**config.mk**
```make
export PLATFORM = sky130hd
export DESIGN_NAME = atc_ctrl
export DESIGN_NICKNAME = d
export VERILOG_FILES = /design/src/rtl/atc_pkg.sv /design/src/rtl/atc_ctrl.sv
export VERILOG_INCLUDE_DIRS = /design/src /design/src/rtl
export SDC_FILE = /design/constraint.sdc
export NUM_CORES = 1
export LEC_CHECK = 0
export ABC_AREA = 0
export BUFFER_PORTS_ARGS = -buffer_cell sky130_fd_sc_hd__buf_2
export CAP_MARGIN = 20
export CORE_MARGIN = 2
export CORE_UTILIZATION = 60
export CTS_BUF_LIST = sky130_fd_sc_hd__clkbuf_4 sky130_fd_sc_hd__clkbuf_8
export DETAILED_ROUTE_END_ITERATION = 8
export PLACE_DENSITY = 0.95
export SLEW_MARGIN = 20
export SYNTH_ARGS = -nofsm -noshare
export SYNTH_HDL_FRONTEND = slang
export SYNTH_SLANG_ARGS = --single-unit
export TNS_END_PERCENT = 50
```
**constraint.sdc**
```tcl
create_clock -name clk_i -period 3.2 [get_ports clk_i]
set_input_delay 0.96 -clock clk_i [delete_from_list [all_inputs] [get_ports clk_i]]
set_output_delay 0.96 -clock clk_i [all_outputs]
set_load 0.05 [all_outputs]
```
**src/rtl/atc_regs.svh**
```systemverilog
// Constants of the attenuator controller: timing, register map, fields, resets
// Notes on behaviour
// - Serial start-up keeps parallel inputs low.
// - Serial frame clears D7 before first parallel switch.
// - Parallel start-up zeroes inputs before serial, until frame.
// - Ordering applies once; afterwards switching is free.
// - Latched parallel: strobe low while word changes.
// - Strobe pulse high then low captures word.
// - Strobe back low before next word.
// - Sixteen-bit frame, LSB first, attenuation then address.
`ifndef ATC_REGS_SVH
`define ATC_REGS_SVH

// System clock period
`define ATC_CLK_NS 8

// Link timing minima in nanoseconds
`define ATC_T_CLKH_NS 30
`define ATC_T_CLKL_NS 80
`define ATC_T_LESU_NS 10
`define ATC_T_LEPW_NS 30
`define ATC_T_DISU_NS 100
`define ATC_T_DIH_NS 100
`define ATC_T_PSSU_NS 100
`define ATC_T_PSH_NS 100

// Minima rounded up to whole clock cycles
`define ATC_CYC(ns) (((ns) + `ATC_CLK_NS - 1) / `ATC_CLK_NS)
`define ATC_C_CLKH `ATC_CYC(`ATC_T_CLKH_NS)
`define ATC_C_CLKL `ATC_CYC(`ATC_T_CLKL_NS)
`define ATC_C_LESU `ATC_CYC(`ATC_T_LESU_NS)
`define ATC_C_LEPW `ATC_CYC(`ATC_T_LEPW_NS)
`define ATC_C_DISU `ATC_CYC(`ATC_T_DISU_NS)
`define ATC_C_DIH `ATC_CYC(`ATC_T_DIH_NS)
`define ATC_C_PSSU `ATC_CYC(`ATC_T_PSSU_NS)
`define ATC_C_PSH `ATC_CYC(`ATC_T_PSH_NS)

// Frame layout
`define ATC_FRAME_LAST 4'hF
`define ATC_ADDR_PAD 5'h00
`define ATC_SPARE_BIT 1'b0

// Register byte offsets
`define ATC_ADR_CTRL 4'h0
`define ATC_ADR_ATTEN 4'h4
`define ATC_ADR_STAT 4'h8

// Field positions
`define ATC_CTRL_SERIAL 0
`define ATC_CTRL_LATCH 1
`define ATC_ATT_WORD_LSB 0
`define ATC_ATT_WORD_MSB 6
`define ATC_ATT_ADDR_LSB 8
`define ATC_ATT_ADDR_MSB 10

// Reset values
`define ATC_RST_SERIAL 1'b1
`define ATC_RST_LATCH 1'b0
`define ATC_RST_WORD 7'h7F
`define ATC_RST_ADDR 3'h0

`endif

```
**src/rtl/atc_pkg.sv**
```systemverilog
// Types shared by the attenuator controller
package atc_pkg;

  // Sequencer states
  typedef enum logic [3:0] {
    ST_IDLE,
    ST_PS_SU,
    ST_PS_H,
    ST_SH_LO,
    ST_SH_HI,
    ST_LE_SU,
    ST_LE_HI,
    ST_PAR_SU,
    ST_PAR_LE,
    ST_HOLD
  } atc_fsm_type;

  // Pins driven toward the attenuator
  typedef struct packed {
    logic       ps;     // Mode select, high for serial
    logic       le;     // Latch strobe
    logic       sclk;   // Shift clock
    logic       sdata;  // Serial data
    logic [6:0] par;    // Parallel attenuation inputs
  } atc_pins_type;

  // Whole controller state
  typedef struct packed {
    atc_fsm_type  fsm;         // Sequencer state
    logic [7:0]   cnt;         // Wait counter
    logic [3:0]   bitn;        // Frame bit index
    logic [15:0]  shreg;       // Outgoing frame
    atc_pins_type pins;        // Pin levels
    logic         tgt_serial;  // Requested mode
    logic         latched;     // Latched parallel option
    logic [6:0]   word;        // Attenuation word
    logic [2:0]   addr;        // Target serial address
    logic         apply_req;   // Setting waits to be sent
    logic         init_done;   // Spare bit cleared once
    logic         ack;         // Bus acknowledge
    logic [31:0]  rdat;        // Bus read data
  } atc_state_type;

endpackage

```
**src/rtl/atc_ctrl.sv**
```systemverilog
// Host controller driving the step attenuator pins from Wishbone registers
`timescale 1ns/10ps
`include "atc_regs.svh"

module atc_ctrl (
  // Clock and reset
  input  wire logic        clk_i,
  input  wire logic        rst_i,
  // Wishbone classic slave
  input  wire logic        wb_cyc_i,
  input  wire logic        wb_stb_i,
  input  wire logic        wb_we_i,
  input  wire logic [3:0]  wb_adr_i,
  input  wire logic [31:0] wb_dat_i,
  input  wire logic [3:0]  wb_sel_i,
  output logic      [31:0] wb_dat_o,
  output logic             wb_ack_o,
  // Attenuator pins
  output logic             mode_serial_o,
  output logic             latch_strobe_o,
  output logic             shift_clk_o,
  output logic             serial_data_o,
  output logic      [6:0]  parallel_attenuation_inputs_o
);

  // Reset image of the whole state
  localparam atc_pkg::atc_state_type RST_STATE = '{
    fsm:        atc_pkg::ST_IDLE,
    cnt:        8'h00,
    bitn:       4'h0,
    shreg:      16'h0000,
    pins:       '{ps: `ATC_RST_SERIAL, le: 1'b0, sclk: 1'b0, sdata: 1'b0, par: 7'h00},
    tgt_serial: `ATC_RST_SERIAL,
    latched:    `ATC_RST_LATCH,
    word:       `ATC_RST_WORD,
    addr:       `ATC_RST_ADDR,
    apply_req:  1'b0,
    init_done:  1'b0,
    ack:        1'b0,
    rdat:       32'h0000_0000
  };

  atc_pkg::atc_state_type q;       // Registered state
  atc_pkg::atc_state_type d;       // Next state
  logic                   bus_hit; // Fresh bus access
  logic                   bus_wr;  // Fresh bus write

  // Wait count loaded for a cycle figure
  function automatic logic [7:0] cyc_f(input int unsigned c);
    return 8'(c - 1);
  endfunction

  // Load a frame and begin shifting
  function automatic atc_pkg::atc_state_type start_frame_f(input atc_pkg::atc_state_type s);
    atc_pkg::atc_state_type r;
    r = s;
    r.shreg      = {`ATC_ADDR_PAD, r.addr, `ATC_SPARE_BIT, r.word};
    r.pins.sdata = r.shreg[0];
    r.pins.sclk  = 1'b0;
    r.pins.le    = 1'b0;
    r.bitn       = 4'h0;
    r.cnt        = cyc_f(`ATC_C_CLKL);
    r.fsm        = atc_pkg::ST_SH_LO;
    return r;
  endfunction

  // Present the word on the parallel pins
  function automatic atc_pkg::atc_state_type start_par_f(input atc_pkg::atc_state_type s);
    atc_pkg::atc_state_type r;
    r = s;
    r.pins.par = r.word;
    if (r.latched) begin
      r.pins.le = 1'b0;
      r.cnt     = cyc_f(`ATC_C_DISU);
      r.fsm     = atc_pkg::ST_PAR_SU;
    end else begin
      r.pins.le = 1'b1;
      r.cnt     = cyc_f(`ATC_C_DIH);
      r.fsm     = atc_pkg::ST_HOLD;
    end
    return r;
  endfunction

  // Send the setting in the current mode
  function automatic atc_pkg::atc_state_type apply_f(input atc_pkg::atc_state_type s);
    if (s.pins.ps) begin
      return start_frame_f(s);
    end
    return start_par_f(s);
  endfunction

  // Next-state logic: sequencer first, bus writes after so a set wins
  always_comb begin
    d       = q;
    bus_hit = wb_cyc_i && wb_stb_i && !q.ack;
    bus_wr  = bus_hit && wb_we_i;
    d.ack   = 1'b0;

    // Count down any pending wait
    if (q.cnt != 8'h00) begin
      d.cnt = q.cnt - 8'h01;
    end else begin
      case (q.fsm)
        // Waiting for work
        atc_pkg::ST_IDLE: begin
          if (q.tgt_serial != q.pins.ps) begin
            if (!q.tgt_serial && !q.init_done) begin
              d = start_frame_f(d);
            end else begin
              d.pins.par = 7'h00;
              d.pins.le  = 1'b0;
              d.cnt      = cyc_f(`ATC_C_PSSU);
              d.fsm      = atc_pkg::ST_PS_SU;
            end
          end else if (q.apply_req) begin
            d.apply_req = 1'b0;
            d           = apply_f(d);
          end
        end
        // Inputs settled, flip mode select
        atc_pkg::ST_PS_SU: begin
          d.pins.ps = q.tgt_serial;
          d.cnt     = cyc_f(`ATC_C_PSH);
          d.fsm     = atc_pkg::ST_PS_H;
        end
        // Mode held, send setting in new mode
        atc_pkg::ST_PS_H: begin
          // later switches run the same path
          d.apply_req = 1'b0;
          d           = apply_f(d);
        end
        // Shift clock low phase done
        atc_pkg::ST_SH_LO: begin
          d.pins.sclk = 1'b1;
          d.cnt       = cyc_f(`ATC_C_CLKH);
          d.fsm       = atc_pkg::ST_SH_HI;
        end
        // Shift clock high phase done
        atc_pkg::ST_SH_HI: begin
          d.pins.sclk = 1'b0;
          if (q.bitn == `ATC_FRAME_LAST) begin
            d.cnt = cyc_f(`ATC_C_LESU);
            d.fsm = atc_pkg::ST_LE_SU;
          end else begin
            d.shreg      = q.shreg >> 1;
            d.pins.sdata = q.shreg[1];
            d.bitn       = 4'(q.bitn + 4'h1);
            d.cnt        = cyc_f(`ATC_C_CLKL);
            d.fsm        = atc_pkg::ST_SH_LO;
          end
        end
        // Last edge to strobe setup done
        atc_pkg::ST_LE_SU: begin
          d.pins.le = 1'b1;
          d.cnt     = cyc_f(`ATC_C_LEPW);
          d.fsm     = atc_pkg::ST_LE_HI;
        end
        // Serial strobe pulse done
        atc_pkg::ST_LE_HI: begin
          d.pins.le   = 1'b0;
          d.init_done = 1'b1;
          d.cnt       = cyc_f(`ATC_C_DIH);
          d.fsm       = atc_pkg::ST_HOLD;
        end
        // Parallel data setup done
        atc_pkg::ST_PAR_SU: begin
          d.pins.le = 1'b1;
          d.cnt     = cyc_f(`ATC_C_LEPW);
          d.fsm     = atc_pkg::ST_PAR_LE;
        end
        // Parallel strobe pulse done
        atc_pkg::ST_PAR_LE: begin
          d.pins.le = 1'b0;
          d.cnt     = cyc_f(`ATC_C_DIH);
          d.fsm     = atc_pkg::ST_HOLD;
        end
        atc_pkg::ST_HOLD: begin
          d.fsm = atc_pkg::ST_IDLE;
        end
        // Recover from an illegal state
        default: begin
          d.fsm = atc_pkg::ST_IDLE;
        end
      endcase
    end

    // Register access, answered one cycle after the request
    if (bus_hit) begin
      d.ack = 1'b1;
      case (wb_adr_i)
        // Mode and latch option
        `ATC_ADR_CTRL: begin
          d.rdat = {30'h0, q.latched, q.tgt_serial};
          if (bus_wr && wb_sel_i[0]) begin
            d.tgt_serial = wb_dat_i[`ATC_CTRL_SERIAL];
            d.latched    = wb_dat_i[`ATC_CTRL_LATCH];
            d.apply_req  = 1'b1;
          end
        end
        // Attenuation word and address
        `ATC_ADR_ATTEN: begin
          d.rdat = {21'h0, q.addr, 1'b0, q.word};
          if (bus_wr && wb_sel_i[0]) begin
            d.word = wb_dat_i[`ATC_ATT_WORD_MSB:`ATC_ATT_WORD_LSB];
          end
          if (bus_wr && wb_sel_i[1]) begin
            d.addr = wb_dat_i[`ATC_ATT_ADDR_MSB:`ATC_ATT_ADDR_LSB];
          end
          if (bus_wr && (wb_sel_i[0] || wb_sel_i[1])) begin
            d.apply_req = 1'b1;
          end
        end
        // Status, read only
        `ATC_ADR_STAT: begin
          d.rdat = {28'h0, q.pins.le, q.pins.ps, q.init_done,
                    (q.fsm != atc_pkg::ST_IDLE) || q.apply_req
                    || (q.tgt_serial != q.pins.ps)};
        end
        // Unmapped offsets read zero
        default: begin
          d.rdat = 32'h0000_0000;
        end
      endcase
    end
  end

  // State register
  always_ff @(posedge clk_i) begin
    if (rst_i) begin
      q <= RST_STATE;
    end else begin
      q <= d;
    end
  end

  // Outputs straight from the state register
  assign wb_dat_o                      = q.rdat;
  assign wb_ack_o                      = q.ack;
  assign mode_serial_o                 = q.pins.ps;
  assign latch_strobe_o                = q.pins.le;
  assign shift_clk_o                   = q.pins.sclk;
  assign serial_data_o                 = q.pins.sdata;
  assign parallel_attenuation_inputs_o = q.pins.par;

endmodule

```
; ---- Word level (Yosys, flattened, before mapping)
; Index checks and enable logic that the tools add are counted.
[classes]
add_sub_neg = 2
multipliers = 0
div = 0
order_cmp = 0
n_eq_ne = 27
shifts = 0
mux = 44
bitwise_logic = 1
n_reduce_logical = 38
[op_table]
columns = cell, count
row1 = $mux 90, 5
row2 = $pmux 33 s2, 1
row3 = $pmux 20 s3, 1
row4 = $mux 47, 1
row5 = $pmux 20 s2, 1
row6 = $pmux 8 s5, 1
row7 = $mux 33, 1
row8 = $pmux 11 s3, 1
row9 = $pmux 4 s8, 1
row10 = $ne 3x3->1 const B, 8
row11 = $reduce_and 6->1, 4
row12 = $mux 21, 1
row13 = $eq 4x3->1 const B, 5
row14 = $mux 10, 2
row15 = $mux 20, 1
row16 = $mux 7, 2
row17 = $mux 13, 1
row18 = $eq 4x4->1 const B, 3
row19 = $mux 12, 1
row20 = $ne 2x2->1 const B, 6
row21 = $reduce_bool 3->1, 4
row22 = $reduce_bool 4->1, 3
row23 = $mux 1, 11
row24 = $mux 11, 1
row25 = 26 further kinds, 46
[word_totals]
ff_bits = 90
latch_bits = 0
ramBits = 0
romBits = 0
wordCells = 129
mem_count = 0

; ---- Longest topological paths before layout
; Gate-level depths: netlist (run 1).
[depth]
ltp_word = 13
depth_mapped = 8
ltp_nobuf = 7

; ---- Worst setup path after synthesis (run 1)
; Ideal clock, no wire load.
[synth_path]
kind = flip-flop to flip-flop
from = register q, in the netlist mode_serial_o
to = register q, in the netlist parallel_attenuation_inputs_o[0]
arrival_time_ps = 2433
slack_ps = 624
stages_incl_launch_ff = 8
synth_period_minus_slack_ps = 2576
path_cell_list = dfxtp_1 inv_1 ha_1 clkbuf_1 nor2b_1 o21ai_0 o31ai_1 nor2_1
[synth_via]
elab_chain_len = 9
word_cells_on_any_way = 16
cone_classes = 3 x eq/ne / 12 x mux / 1 x reduce/logical
[synth_rtl]
columns = item, line_no
row1 = start: declaration, atc_ctrl.sv:43  ; atc_pkg::atc_state_type q;
row2 = start signal: assignment, atc_ctrl.sv:230  ; q <= RST_STATE;
row3 = start signal: assignment, atc_ctrl.sv:232  ; q <= d;
row4 = $mux 1, atc_ctrl.sv:86  ; if (s.pins.ps) begin
row5 = $mux 1, atc_ctrl.sv:115  ; end else if (q.apply_req) begin
row6 = $mux 1, atc_ctrl.sv:106  ; if (q.tgt_serial != q.pins.ps) begin
row7 = $mux 1, atc_ctrl.sv:103  ; case (q.fsm)
row8 = $mux 1, atc_ctrl.sv:100  ; if (q.cnt != 8'h00) begin
row9 = $mux 90, atc_ctrl.sv:89  ; return start_par_f(s);
row10 = $mux 90, atc_ctrl.sv:115
row11 = $mux 90, atc_ctrl.sv:106
row12 = $pmux 20 s2, atc_ctrl.sv:103
; Parallel ways exist; a longest one is shown, timed or not. The select of a mux whose other input is x is not followed.
; A chain may end at the register's enable or synchronous reset.

; ---- Final worst setup path (run 1)
[layout_path]
from = register q[46] in the netlist's numbering
to = register q[64] in the netlist's numbering
[layout_via]
elab_chain_len = 4
word_cells_on_any_way = 9
cone_classes = 4 x eq/ne / 2 x mux / 3 x reduce/logical
[layout_rtl]
columns = item, line_no
row1 = $logic_not 1->1, atc_ctrl.sv:107  ; if (!q.tgt_serial && !q.init_done) begin
row2 = $logic_and 1x1->1, atc_ctrl.sv:107
row3 = $ne 3x3->1 (no line), n/a
row4 = $reduce_and 7->1 (no line), n/a
; Parallel ways exist; a longest one is shown, timed or not. The select of a mux whose other input is x is not followed.

==> key figures, run 1 <==
Floorplanning
  – Core area: 0.00672 mm^2
  – Starting Density: 61.5%
  – FP Rows: 30
  – Die height: 87.0 um
  – I/O Pins: 89
  – Die width: 87.0 um
  – Full die area: 0.00757 mm^2

Logic synthesis
  – Seq/Total Area, Yosys: 40.7%
  – Top cell type's share of synthesized area: 40.7%
  – Dominant synthesized flop cell: dfxtp_1
  – Yosys warns: 0
  – Number of synthesized flops with an enable pin: 0
  – Post-Syn Nets: 521
  – Mapped cell area: 0.00413 mm^2
  – Synth unique cells: 66
  – Cell accounting for the most synthesized area: dfxtp_1
  – List of most frequent post-synthesis cells: 84 x dfxtp_1, 49 x nor2_1, 40 x buf_4, 40 x nand2_1, 29 x a21oi_1
  – Cells after synthesis: 471
  – #FFs+latches synth: 84
  – Top post-synthesis cells by area: dfxtp_1 41%, buf_4 7.3%, mux2i_1 5.1%, nor2_1 4.5%, and3_1 3.8%
  – Syn_area_per_cell: 8.77 um^2
  – Post-synth ARST share: 0%
  – Count leader, synth: dfxtp_1

Clocking
  – CTS tree: built
  – Hold buffers post-CTS: 0
  – Number of buffers created by CTS: 9
  – Clock Pin Slew Worst Setup and Hold Paths: 0.10 ns
  – Setup repair bufs after CTS: 0
  – Max clock buf depth: 2
  – CTS resizes: 0
  – Worst-Skew Late Latency: 0.36 ns
  – Clock sinks: 84
  – H-tree depth: 3
  – Root Driver: clkbuf_8

STA
  – Final Slew Violations: 0
  – Max Clk Rate: 398 MHz
  – Relative slew slack: 48.4%
  – Tightest Pin Transition: 0.773 ns
  – Unrepaired setup endpoints after global routing: false
  – Clk_skew: 0.0135 ns
  – Final setup vio count: 0
  – Final min period: 2.51 ns
  – Tcrit/Tclk final: 78.5%
  – Fin. Hold Viols: 0
  – Fin Hold WS: 0.481 ns
  – Total Neg Setup Slack: 0 ns

Flow run
  – Max-cap violations: 0

Power and ir drop
  – VDD IR max: 0.401 mV
  – Lkg Pwr: 0.00203 uW
  – Power per cell area: 543 mW/mm^2
  – Power Total: 2410 uW

Placed design
  – Hpwl dp: 6590 um
  – # placed instances: 560
  – RD Place Congestion: 0.933
  – Buffers added on ports: 64

Global route
  – Initial antenna violation count: 0
  – GRT overflow: 0
  – First-pass GRT wire length: 15500 um
  – Largest net degree at the start of global routing: 37
  – Vias in the first global route: 3379
  – GRT Total Usage: 25.9%

Routing
  – DR pass1 iterations: 5
  – Initial DRC count: 208
  – Vias: 3525
  – Antenna viol nets, final: 0
  – Routed WL: 9450 um
  – Via-per-instance ratio: 6.12
  – DRC viols: 0
  – DR WL/cell: 16.4 um

Cells and area
  – Area grow syn2layout: 7.45%
  – Final std cells w/o fill: 576
  – ANT cells: 0
  – Layout cells sized above 1: 22.6%
  – FILL cells: 509
  – Layout Nets: 541

Setup path
  – Crit Reg-Reg Startpoint: q[46]
  – Critical Path RT: 3.45 ns
  – Critical Path AT: 2.76 ns
  – Kind of critical path: flop to flop
  – Critical Path Start Type: flop
  – Critical path origin: q[46]
  – CP endpoint kind: flop
  – Crit Path Max Fanout: 9
  – Reg2Reg Depth: 7
  – Worst R2R End: q[64]
  – R2R Setup Slk: 0.69 ns
  – Crit path capture: q[64]

Hold path
  – Hold WC Path Type: flop to flop

Status
  – Outcome: finished, final reports clean
-- layer usage --
| layer | vias up | track usage [%] | part of all wire (%) |
|---|---|---|---|
| met5 | - | 0 | 0 |
| met2 | 146 | 44.9 | 50 |
| met1 | 1681 | 30.7 | 42 |
| met3 | 17 | 6.45 | 7.0 |
| li1 | 1681 | - | - |
| met4 | 0 | 9.80 | 1.4 |
-- how the worst min path moves through the flow --
| stage | from | end | slack [ns] | cells past startpoint |
|---|---|---|---|---|
| floorplan | q[65] | q[65] | 0.45 | 2 |
| global placement | wb_dat_o[12] | wb_dat_o[12] | 0.46 | 1 |
| detailed placement | wb_dat_o[12] | wb_dat_o[12] | 0.46 | 1 |
| CTS | wb_dat_o[12] | wb_dat_o[12] | 0.48 | 1 |
| global route | wb_dat_o[11] | wb_dat_o[11] | 0.50 | 1 |
| finish | wb_dat_o[24] | wb_dat_o[24] | 0.48 | 1 |
-- sequential cells by signal, indices dropped and copies added (netlist names) --
name and flops:
latch_strobe_o 1, mode_serial_o 1, parallel_attenuation_inputs_o 7, q 41
shift_clk_o 1, wb_ack_o 1, wb_dat_o 32
-- kinds of logic (layout without fill, tap and decap cells) --
group / after synthesis / in the layout / synth area share, %
adder cells (fa/ha/maj): 5 / 5 / 1.51
flip-flops: 84 / 84 / 40.7
buffers and inverters: 75 / 100 / 10.7
multiplexers: 22 / 22 / 5.36
AND/OR/NAND/NOR: 180 / 180 / 23.9
AO/OA/AOI/OAI: 100 / 100 / 16.7
XOR/XNOR: 5 / 5 / 1.06
-- cell usage in the layout (no fill, tap or decap), types with 4 or more instances in the layout --
cell      instances
clkbuf_8         10
o31ai_1           4
nand4_1           6
a22oi_1          10
mux2i_1          21
nor3_1            9
buf_4            13
nor2b_1           6
ha_1              5
nor2_1           49
inv_1             6
and3_1           25
a211oi_1          6
a21oi_1          29
nand2_1          40
a32o_1            8
nor4_1            4
o21ai_0          18
or3_1             4
nand3_1          10
dfxtp_1          84
nand2b_1          4
buf_2            64
-- power by group --
part | internal [uW] | switching, uW | total, uW
sequential | 1090 | 57.9 | 1150
combinational | 188 | 279 | 467
clock | 389 | 403 | 792
total | 1670 | 739 | 2410
-- layout make-up --
class / instances / area (um^2) / share of cell area, %
clock inverter: 6 / 70.1 / 1.58
clock buffer: 10 / 138 / 3.10
sequential: 84 / 1680 / 37.9
multi-input combinational: 312 / 2010 / 45.2
tap: 80 / 100 / 2.25
inverter: 7 / 26.3 / 0.592
timing repair buffer: 77 / 418 / 9.41
-- critical path: stages (launching register included) --
cell	delay, ns
dfxtp_1	0.49
inv_1	0.08
ha_1	0.39
o21a_1	0.18
o21ai_1	0.39
nand4_4	0.25
nor2_4	0.26
mux2_1	0.35
-- metrics by stage --
stage	utilization [%]	instance area (um^2)	worst slack, ns
final	66.1	4440	0.689
after global routing	66.1	4440	0.545
after CTS	66.1	4440	0.732
after detailed placement	63.0	4230	0.739
after global placement	63.0	4230	0.807
after floorplan	-	4130	0.624
Note: power is estimated with default switching activity, not from simulation.
==> run 2, diff against run 1 <==
CORE_UTILIZATION = 51   (was 60)
PLACE_DENSITY = 0.88   (was 0.95)
clock period = 2.08 ns   (was 3.2 ns; I/O delays follow)
==> run 2 against run 1 <==
  * Via count up 3.8%
  * Setup slack lost 0.58 ns
  * Sequential cell count unchanged
  * First-iteration DRC count rose by 99%
  * Total power rose by 53%
==> key figures, run 2 (same netlist as run 1, synthesis figures left out) <==
Status
  – Outcome: finished, final reports clean (unchanged)

Floorplanning
  – FP Rows: 32 (was 30)
  – Starting Density: 52.9% (was 61.5%)
  – Die height: 94.0 um (was 87.0 um)
  – I/O Pins: 89 (unchanged)
  – Core area: 0.00781 mm^2 (was 0.00672 mm^2)
  – Full die area: 0.00884 mm^2 (was 0.00757 mm^2)
  – Die width: 94.0 um (was 87.0 um)

Clocking
  – Worst-Skew Late Latency: 0.37 ns (was 0.36 ns)
  – H-tree depth: 3 (unchanged)
  – Clock sinks: 84 (unchanged)
  – Root Driver: clkbuf_8 (unchanged)
  – Number of buffers created by CTS: 9 (unchanged)
  – CTS tree: built (unchanged)
  – Clock Pin Slew Worst Setup and Hold Paths: 0.10 ns (about the same)
  – Max clock buf depth: 2 (unchanged)
  – Hold buffers post-CTS: 0 (unchanged)

Routing
  – DR pass1 iterations: 5 (unchanged)
  – Routed WL: 9820 um (was 9450 um)
  – Via-per-instance ratio: 5.92 (was 6.12)
  – Initial DRC count: 414 (was 208)
  – Antenna viol nets, final: 0 (unchanged)
  – DR WL/cell: 15.9 um (was 16.4 um)
  – DRC viols: 0 (unchanged)
  – Vias: 3660 (was 3525)

Power and ir drop
  – Power Total: 3670 uW (was 2410 uW)
  – Clock share of power: 31.6% (was 32.9%)
  – Net Switching: 1200 uW (was 739 uW)
  – VDD IR max: 0.593 mV (was 0.401 mV)
  – Sw frac: 32.6% (was 30.7%)
  – Sequential power share: 48.0% (was 47.8%)
  – Lkg Pwr: 0.00213 uW (was 0.00203 uW)
  – Combinational share of power: 20.4% (was 19.4%)
  – Pint: 2480 uW (was 1670 uW)
  – Power per cell area: 789 mW/mm^2 (was 543 mW/mm^2)

Setup path
  – Critical path buffers and inverters: 1 (unchanged)
  – Reg2Reg Depth: 7 (unchanged)
  – Critical Path Start Type: flop (unchanged)
  – Slowest-stage cell, CP: or4_1 (was dfxtp_1)
  – Worst path cell trace: inv_1 > ha_2 > o21a_1 > o21ai_2 > nand4_4 > or4_1 > a21oi_1 (was inv_1 > ha_1 > o21a_1 > o21ai_1 > nand4_4 > nor2_4 > mux2_1)
  – Kind of critical path: flop to flop (unchanged)
  – CP endpoint kind: flop (unchanged)
  – Critical Path AT: 2.27 ns (was 2.76 ns)
  – Max stage delay on crit path: 0.45 ns (was 0.49 ns)
  – Crit Path Max Fanout: 9 (unchanged)
  – WP depth: 7 (unchanged)
  – Delay-heaviest family, CP: simple AND/OR/NAND/NOR gates (was compound AO/OA/AOI/OAI gates)
  – Critical Path RT: 2.38 ns (was 3.45 ns)

Global route
  – M2 GR Usage: 37.8% (was 44.9%)
  – Initial antenna violation count: 0 (unchanged)
  – GRT overflow: 0 (unchanged)
  – First-pass GRT wire length: 16000 um (was 15500 um)
  – Largest net degree at the start of global routing: 43 (was 37)
  – Vias in the first global route: 3379 (unchanged)
  – GRT Total Usage: 22.8% (was 25.9%)
  – Met1 Track Usage GR: 28.5% (was 30.7%)
  – Met3 usage: 6.50% (was 6.45%)
  – GRT busiest layer: met2 (unchanged)

Cells and area
  – Layout cells sized above 1: 26.7% (was 22.6%)
  – Max reg flops: 41 (unchanged)
  – Commonest non-fill, non-tap cell in the layout: dfxtp_1 (unchanged)
  – Layout Nets: 561 (was 541)
  – Most frequent cells in the layout: 83 x dfxtp_1, 64 x buf_2, 48 x nor2_1, 40 x nand2_1, 32 x buf_4 (was 84 x dfxtp_1, 64 x buf_2, 49 x nor2_1, 40 x nand2_1, 29 x a21oi_1)
  – Final core utilization: 59.6% (was 66.1%)
  – ANT cells: 0 (unchanged)
  – Final std cells w/o fill: 618 (was 576)
  – Area grow syn2layout: 12.7% (was 7.45%)
  – FILL cells: 622 (was 509)
  – Largest register by flop count: q (unchanged)

STA
  – Unrepaired setup endpoints after global routing: false (unchanged)
  – Final setup vio count: 0 (unchanged)
  – Final min period: 1.97 ns (was 2.51 ns)
  – Clk_skew: 0.0102 ns (was 0.0135 ns)
  – Max Clk Rate: 508 MHz (was 398 MHz)
  – Fin. Hold Viols: 0 (unchanged)
  – Tightest Pin Transition: 0.407 ns (was 0.773 ns)
  – PnR worst setup slack: 0.112 ns (was 0.689 ns)
  – Fin Hold WS: 0.464 ns (was 0.481 ns)
  – Final Slew Violations: 0 (unchanged)
  – Relative slew slack: 72.6% (was 48.4%)
  – Tcrit/Tclk final: 94.6% (was 78.5%)

Placed design
  – Pre-CTS setup slack: -0.0188 ns (was 0.739 ns)
  – RD Place Congestion: 0.921 (was 0.933)
  – Hpwl dp: 7110 um (was 6590 um)
  – # placed instances: 600 (was 560)
  – Buffers added on ports: 64 (unchanged)

Hold path
  – Hold depth: 3 (was 1)
  – Hold WC Path Type: input pin to flop (was flop to flop)

Flow run
  – Max-cap violations: 0 (unchanged)
-- run 2: cell types whose count changed in the layout (fill, tap and decap cells not counted), moves of 2 or more --
cell,change
inv_8,+2
inv_6,-2
buf_4,+19
clkinv_8,+2
-- run 2: worst reg2reg max path, delay by kind of cell, from the launching register on --
family / cells / cell delay, ns
adder cells (fa/ha/maj): 1 / 0.33
AO/OA/AOI/OAI: 3 / 0.53
AND/OR/NAND/NOR: 2 / 0.65
buffers and inverters: 1 / 0.07
flip-flops: 1 / 0.35
-- run 2: area by class of cell --
type                    instances  area (um^2)  share of cell area [%]
inverters                       7         26.3                   0.564
clock buffers                   9          124                    2.66
well taps                     102          128                    2.74
clock inverters                 7         81.3                    1.75
multi-input cells             312         2030                    43.6
flip-flops and latches         84         1690                    36.2
repair buffers                 97          581                    12.5
-- run 2: what timing repair did --
item / 4_1_cts / 5_1_grt
pin swaps: 0 / 2
setup endpoints to repair: 4 / 11
gates resized for setup: 1 / 2
setup buffers: 0 / 2
-- run 2: power groups by stage --
stage | Sequential (uW) | Clock (uW) | Combinational (uW)
global placement | 1800 | 0 | 715
finish | 1760 | 1160 | 750
floorplan | 1790 | 0 | 553
detailed placement | 1800 | 0 | 739
CTS | 1760 | 1180 | 744
global route | 1770 | 1250 | 835
-- run 2: per-stage QoR --
stage                     TNS (ns)  instance area, um^2
after floorplan                  0                 4150
after global placement           0                 4430
after detailed placement   -0.0454                 4430
after CTS                        0                 4630
after global routing             0                 4660
final                            0                 4660
-- run 2: per-layer routing --
metal	routed length, um	part of all wire (%)	vias up
li1	-	-	1731
met1	4220	43	1732
met2	4820	49	181
met3	686	7.0	16
met4	96	0.98	0
met5	0	0	-
-- run 2: path summary, 6_finish.rpt --
check	startpoint	endpoint	slack, ns
min	wb_dat_i[2]	q[40]	0.46
max reg2reg	mode_serial_o	q[74]	0.11
max	mode_serial_o	q[74]	0.11
min reg2reg	wb_dat_o[7]	wb_dat_o[7]	0.48
==> run 3, diff against run 2 <==
CORE_UTILIZATION = 56   (was 51)
PLACE_DENSITY = 0.92   (was 0.88)
clock period = 1.9 ns   (was 2.08 ns; I/O delays follow)
==> run 3 against run 2 <==
  * Utilization rose by 9.6 points
  * Wire length grew 9.5%
  * Hold slack worse by 0.034 ns
  * Clock-buffer cell count increased by 1
  * Combinational power is 28% higher
  * Die area fell by 8.6%
==> key figures, run 3 (same netlist as run 1, synthesis figures left out) <==
Status
  – Outcome: finished, final reports clean (unchanged)

Global route
  – First-pass GRT wire length: 16700 um (was 16000 um)
  – Largest net degree at the start of global routing: 43 (unchanged)
  – GRT Total Usage: 25.2% (was 22.8%)
  – Initial antenna violation count: 0 (unchanged)
  – GRT overflow: 0 (unchanged)
  – Vias in the first global route: 3497 (was 3379)

Routing
  – Wire length on met3: 716 um (was 686 um)
  – Top sig layer: met4 (unchanged)
  – DRT met1 WL: 4370 um (was 4220 um)
  – Antenna viol nets, final: 0 (unchanged)
  – DR pass1 iterations: 5 (unchanged)
  – Met2 wire length: 5410 um (was 4820 um)
  – Initial DRC count: 233 (was 414)
  – Via-per-instance ratio: 5.86 (was 5.92)
  – DR WL/cell: 16.8 um (was 15.9 um)
  – Vias: 3745 (was 3660)
  – DRC viols: 0 (unchanged)
  – Routed WL: 10800 um (was 9820 um)

Setup path
  – R2R Setup Slk: 0.006 ns (was 0.11 ns)
  – Max stage delay on crit path: 0.56 ns (was 0.45 ns)
  – Critical Path AT: 2.18 ns (was 2.27 ns)
  – CP endpoint kind: flop (unchanged)
  – Kind of critical path: flop to flop (unchanged)
  – Crit Path Max Fanout: 6 (was 9)
  – Critical path buffers and inverters: 2 (was 1)
  – Critical Path RT: 2.19 ns (was 2.38 ns)
  – Worst R2R End: q[74] (unchanged)
  – Delay-heaviest family, CP: simple AND/OR/NAND/NOR gates (unchanged)
  – Slowest-stage cell, CP: or4b_4 (was or4_1)
  – Critical Path Start Type: flop (unchanged)
  – Cell mode on critical path: buf_6
  – Reg2Reg Depth: 5 (was 7)
  – Crit Reg-Reg Startpoint: q[89] (was mode_serial_o)
  – Worst path cell trace: buf_6 > or4b_4 > buf_6 > or4_1 > a21oi_1 (was inv_1 > ha_2 > o21a_1 > o21ai_2 > nand4_4 > or4_1 > a21oi_1)

Cells and area
  – Final core utilization: 69.2% (was 59.6%)
  – Largest register by flop count: q (unchanged)
  – ANT cells: 0 (unchanged)
  – Most frequent cells in the layout: 80 x dfxtp_1, 64 x buf_2, 47 x buf_4, 46 x nor2_1, 39 x nand2_1 (was 83 x dfxtp_1, 64 x buf_2, 48 x nor2_1, 40 x nand2_1, 32 x buf_4)
  – Layout cells sized above 1: 33.5% (was 26.7%)
  – Max reg flops: 41 (unchanged)
  – Commonest non-fill, non-tap cell in the layout: dfxtp_1 (unchanged)
  – Layout Nets: 585 (was 561)
  – Area grow syn2layout: 20.8% (was 12.7%)

Hold path
  – Hold EP: q[42] (was q[40])
  – Hold depth: 3 (unchanged)
  – Hold WC Path Type: input pin to flop (unchanged)
  – HP Start: wb_dat_i[4] (was wb_dat_i[2])

STA
  – Clk_skew: 0.0114 ns (was 0.0102 ns)
  – Tightest Pin Transition: 0.441 ns (was 0.407 ns)
  – Final setup vio count: 0 (unchanged)
  – PnR worst setup slack: 0.00578 ns (was 0.112 ns)
  – Final Slew Violations: 0 (unchanged)
  – Max Clk Rate: 528 MHz (was 508 MHz)
  – Tcrit/Tclk final: 99.7% (was 94.6%)
  – Final min period: 1.89 ns (was 1.97 ns)
  – Fin Hold WS: 0.430 ns (was 0.464 ns)
  – Unrepaired setup endpoints after global routing: true (was false)
  – Relative slew slack: 70.3% (was 72.6%)
  – Fin. Hold Viols: 0 (unchanged)

Power and ir drop
  – Sw frac: 31.1% (was 32.6%)
  – Sequential power share: 45.7% (was 48.0%)
  – Clock share of power: 31.3% (was 31.6%)
  – Net Switching: 1300 uW (was 1200 uW)
  – Power per cell area: 839 mW/mm^2 (was 789 mW/mm^2)
  – Combinational share of power: 23.0% (was 20.4%)
  – VDD IR max: 0.858 mV (was 0.593 mV)
  – Power Total: 4190 uW (was 3670 uW)
  – Lkg Pwr: 0.00225 uW (was 0.00213 uW)
  – Pint: 2890 uW (was 2480 uW)

Clocking
  – Root Driver: clkbuf_8 (unchanged)
  – CTS tree: built (unchanged)
  – Worst-Skew Late Latency: 0.36 ns (was 0.37 ns)
  – H-tree depth: 3 (unchanged)
  – Clock sinks: 84 (unchanged)
  – Number of buffers created by CTS: 9 (unchanged)
  – Max clock buf depth: 2 (unchanged)
  – Clock Pin Slew Worst Setup and Hold Paths: 0.09 ns (was 0.10 ns)

Floorplanning
  – Starting Density: 57.3% (was 52.9%)
  – FP Rows: 31 (was 32)
  – Core area: 0.00721 mm^2 (was 0.00781 mm^2)
  – Die height: 89.9 um (was 94.0 um)
  – Full die area: 0.00808 mm^2 (was 0.00884 mm^2)
  – Die width: 89.9 um (was 94.0 um)
  – I/O Pins: 89 (unchanged)

Placed design
  – Pre-CTS setup slack: -0.0181 ns (was -0.0188 ns)
  – Hpwl dp: 7360 um (was 7110 um)
  – Buffers added on ports: 64 (unchanged)
  – RD Place Congestion: 0.946 (was 0.921)

Flow run
  – Max-cap violations: 0 (unchanged)
-- run 3: cell types whose count changed in the layout (fill, tap and decap cells not counted), sizes merged --
cell      delta
buf         +23
bufinv       +1
clkbuf       +1
clkinv       -5
clkinvlp     +1
inv          +2
nand4        +1
-- run 3: repair_timing --
action | in CTS | in global routing
cloned | 1 | 0
pin swaps | 5 | 20
gates resized for setup | 6 | 27
setup endpoints to repair | 11 | 23
hold buffers | 0 | 0
setup buffers | 2 | 7
-- run 3: worst reg2reg max path: cells and delay by family (launching register included) --
kind | cells | cell delay, ns
simple gates | 2 | 1.05
flops | 1 | 0.38
buf+inv | 2 | 0.26
compound gates | 1 | 0.14
-- run 3: worst max path at each step --
stage | from | end | slack (ns) | cells past startpoint
final | q[89] | q[74] | 0.006 | 5
after CTS | q[89] | q[88] | 0.005 | 5
after global routing | q[89] | q[66] | -0.03 | 5
after detailed placement | q[46] | q[74] | -0.02 | 8
after floorplan | mode_serial_o | q[64] | 0.003 | 7
after global placement | q[89] | q[58] | 0.02 | 5
-- run 3: metrics by stage --
| step | cells | setup TNS (ns) | instance area [um^2] |
|---|---|---|---|
| 2_1_floorplan | 471 | 0 | 4190 |
| 3_3_place_gp | 613 | 0 | 4590 |
| 3_5_place_dp | 613 | -0.0738 | 4590 |
| 4_1_cts | 632 | 0 | 4840 |
| 5_1_grt | 639 | -0.211 | 4990 |
| 6_report | 639 | 0 | 4990 |
-- run 3: power groups by stage --
stage | Combinational [uW] | Clock, uW | Sequential (uW)
finish | 961 | 1310 | 1920
floorplan | 606 | 0 | 1960
CTS | 934 | 1320 | 1920
detailed placement | 920 | 0 | 1960
global route | 1040 | 1400 | 1930
global placement | 868 | 0 | 1950
-- run 3: per-layer routing --
layer,up-vias,global-route usage [%]
met5,-,0
met4,0,8.59
met3,27,5.20
met2,162,44.2
met1,1783,31.0
li1,1773,-
-- run 3: cell type report --
type | count | area, um^2
Clock inverter | 6 | 70.1
Sequential cell | 84 | 1690
Fill cell | 504 | 2220
Clock buffer | 10 | 131
Timing Repair Buffer | 120 | 792
Inverter | 7 | 28.8
Multi-Input combinational cell | 313 | 2150
Tap cell | 99 | 124
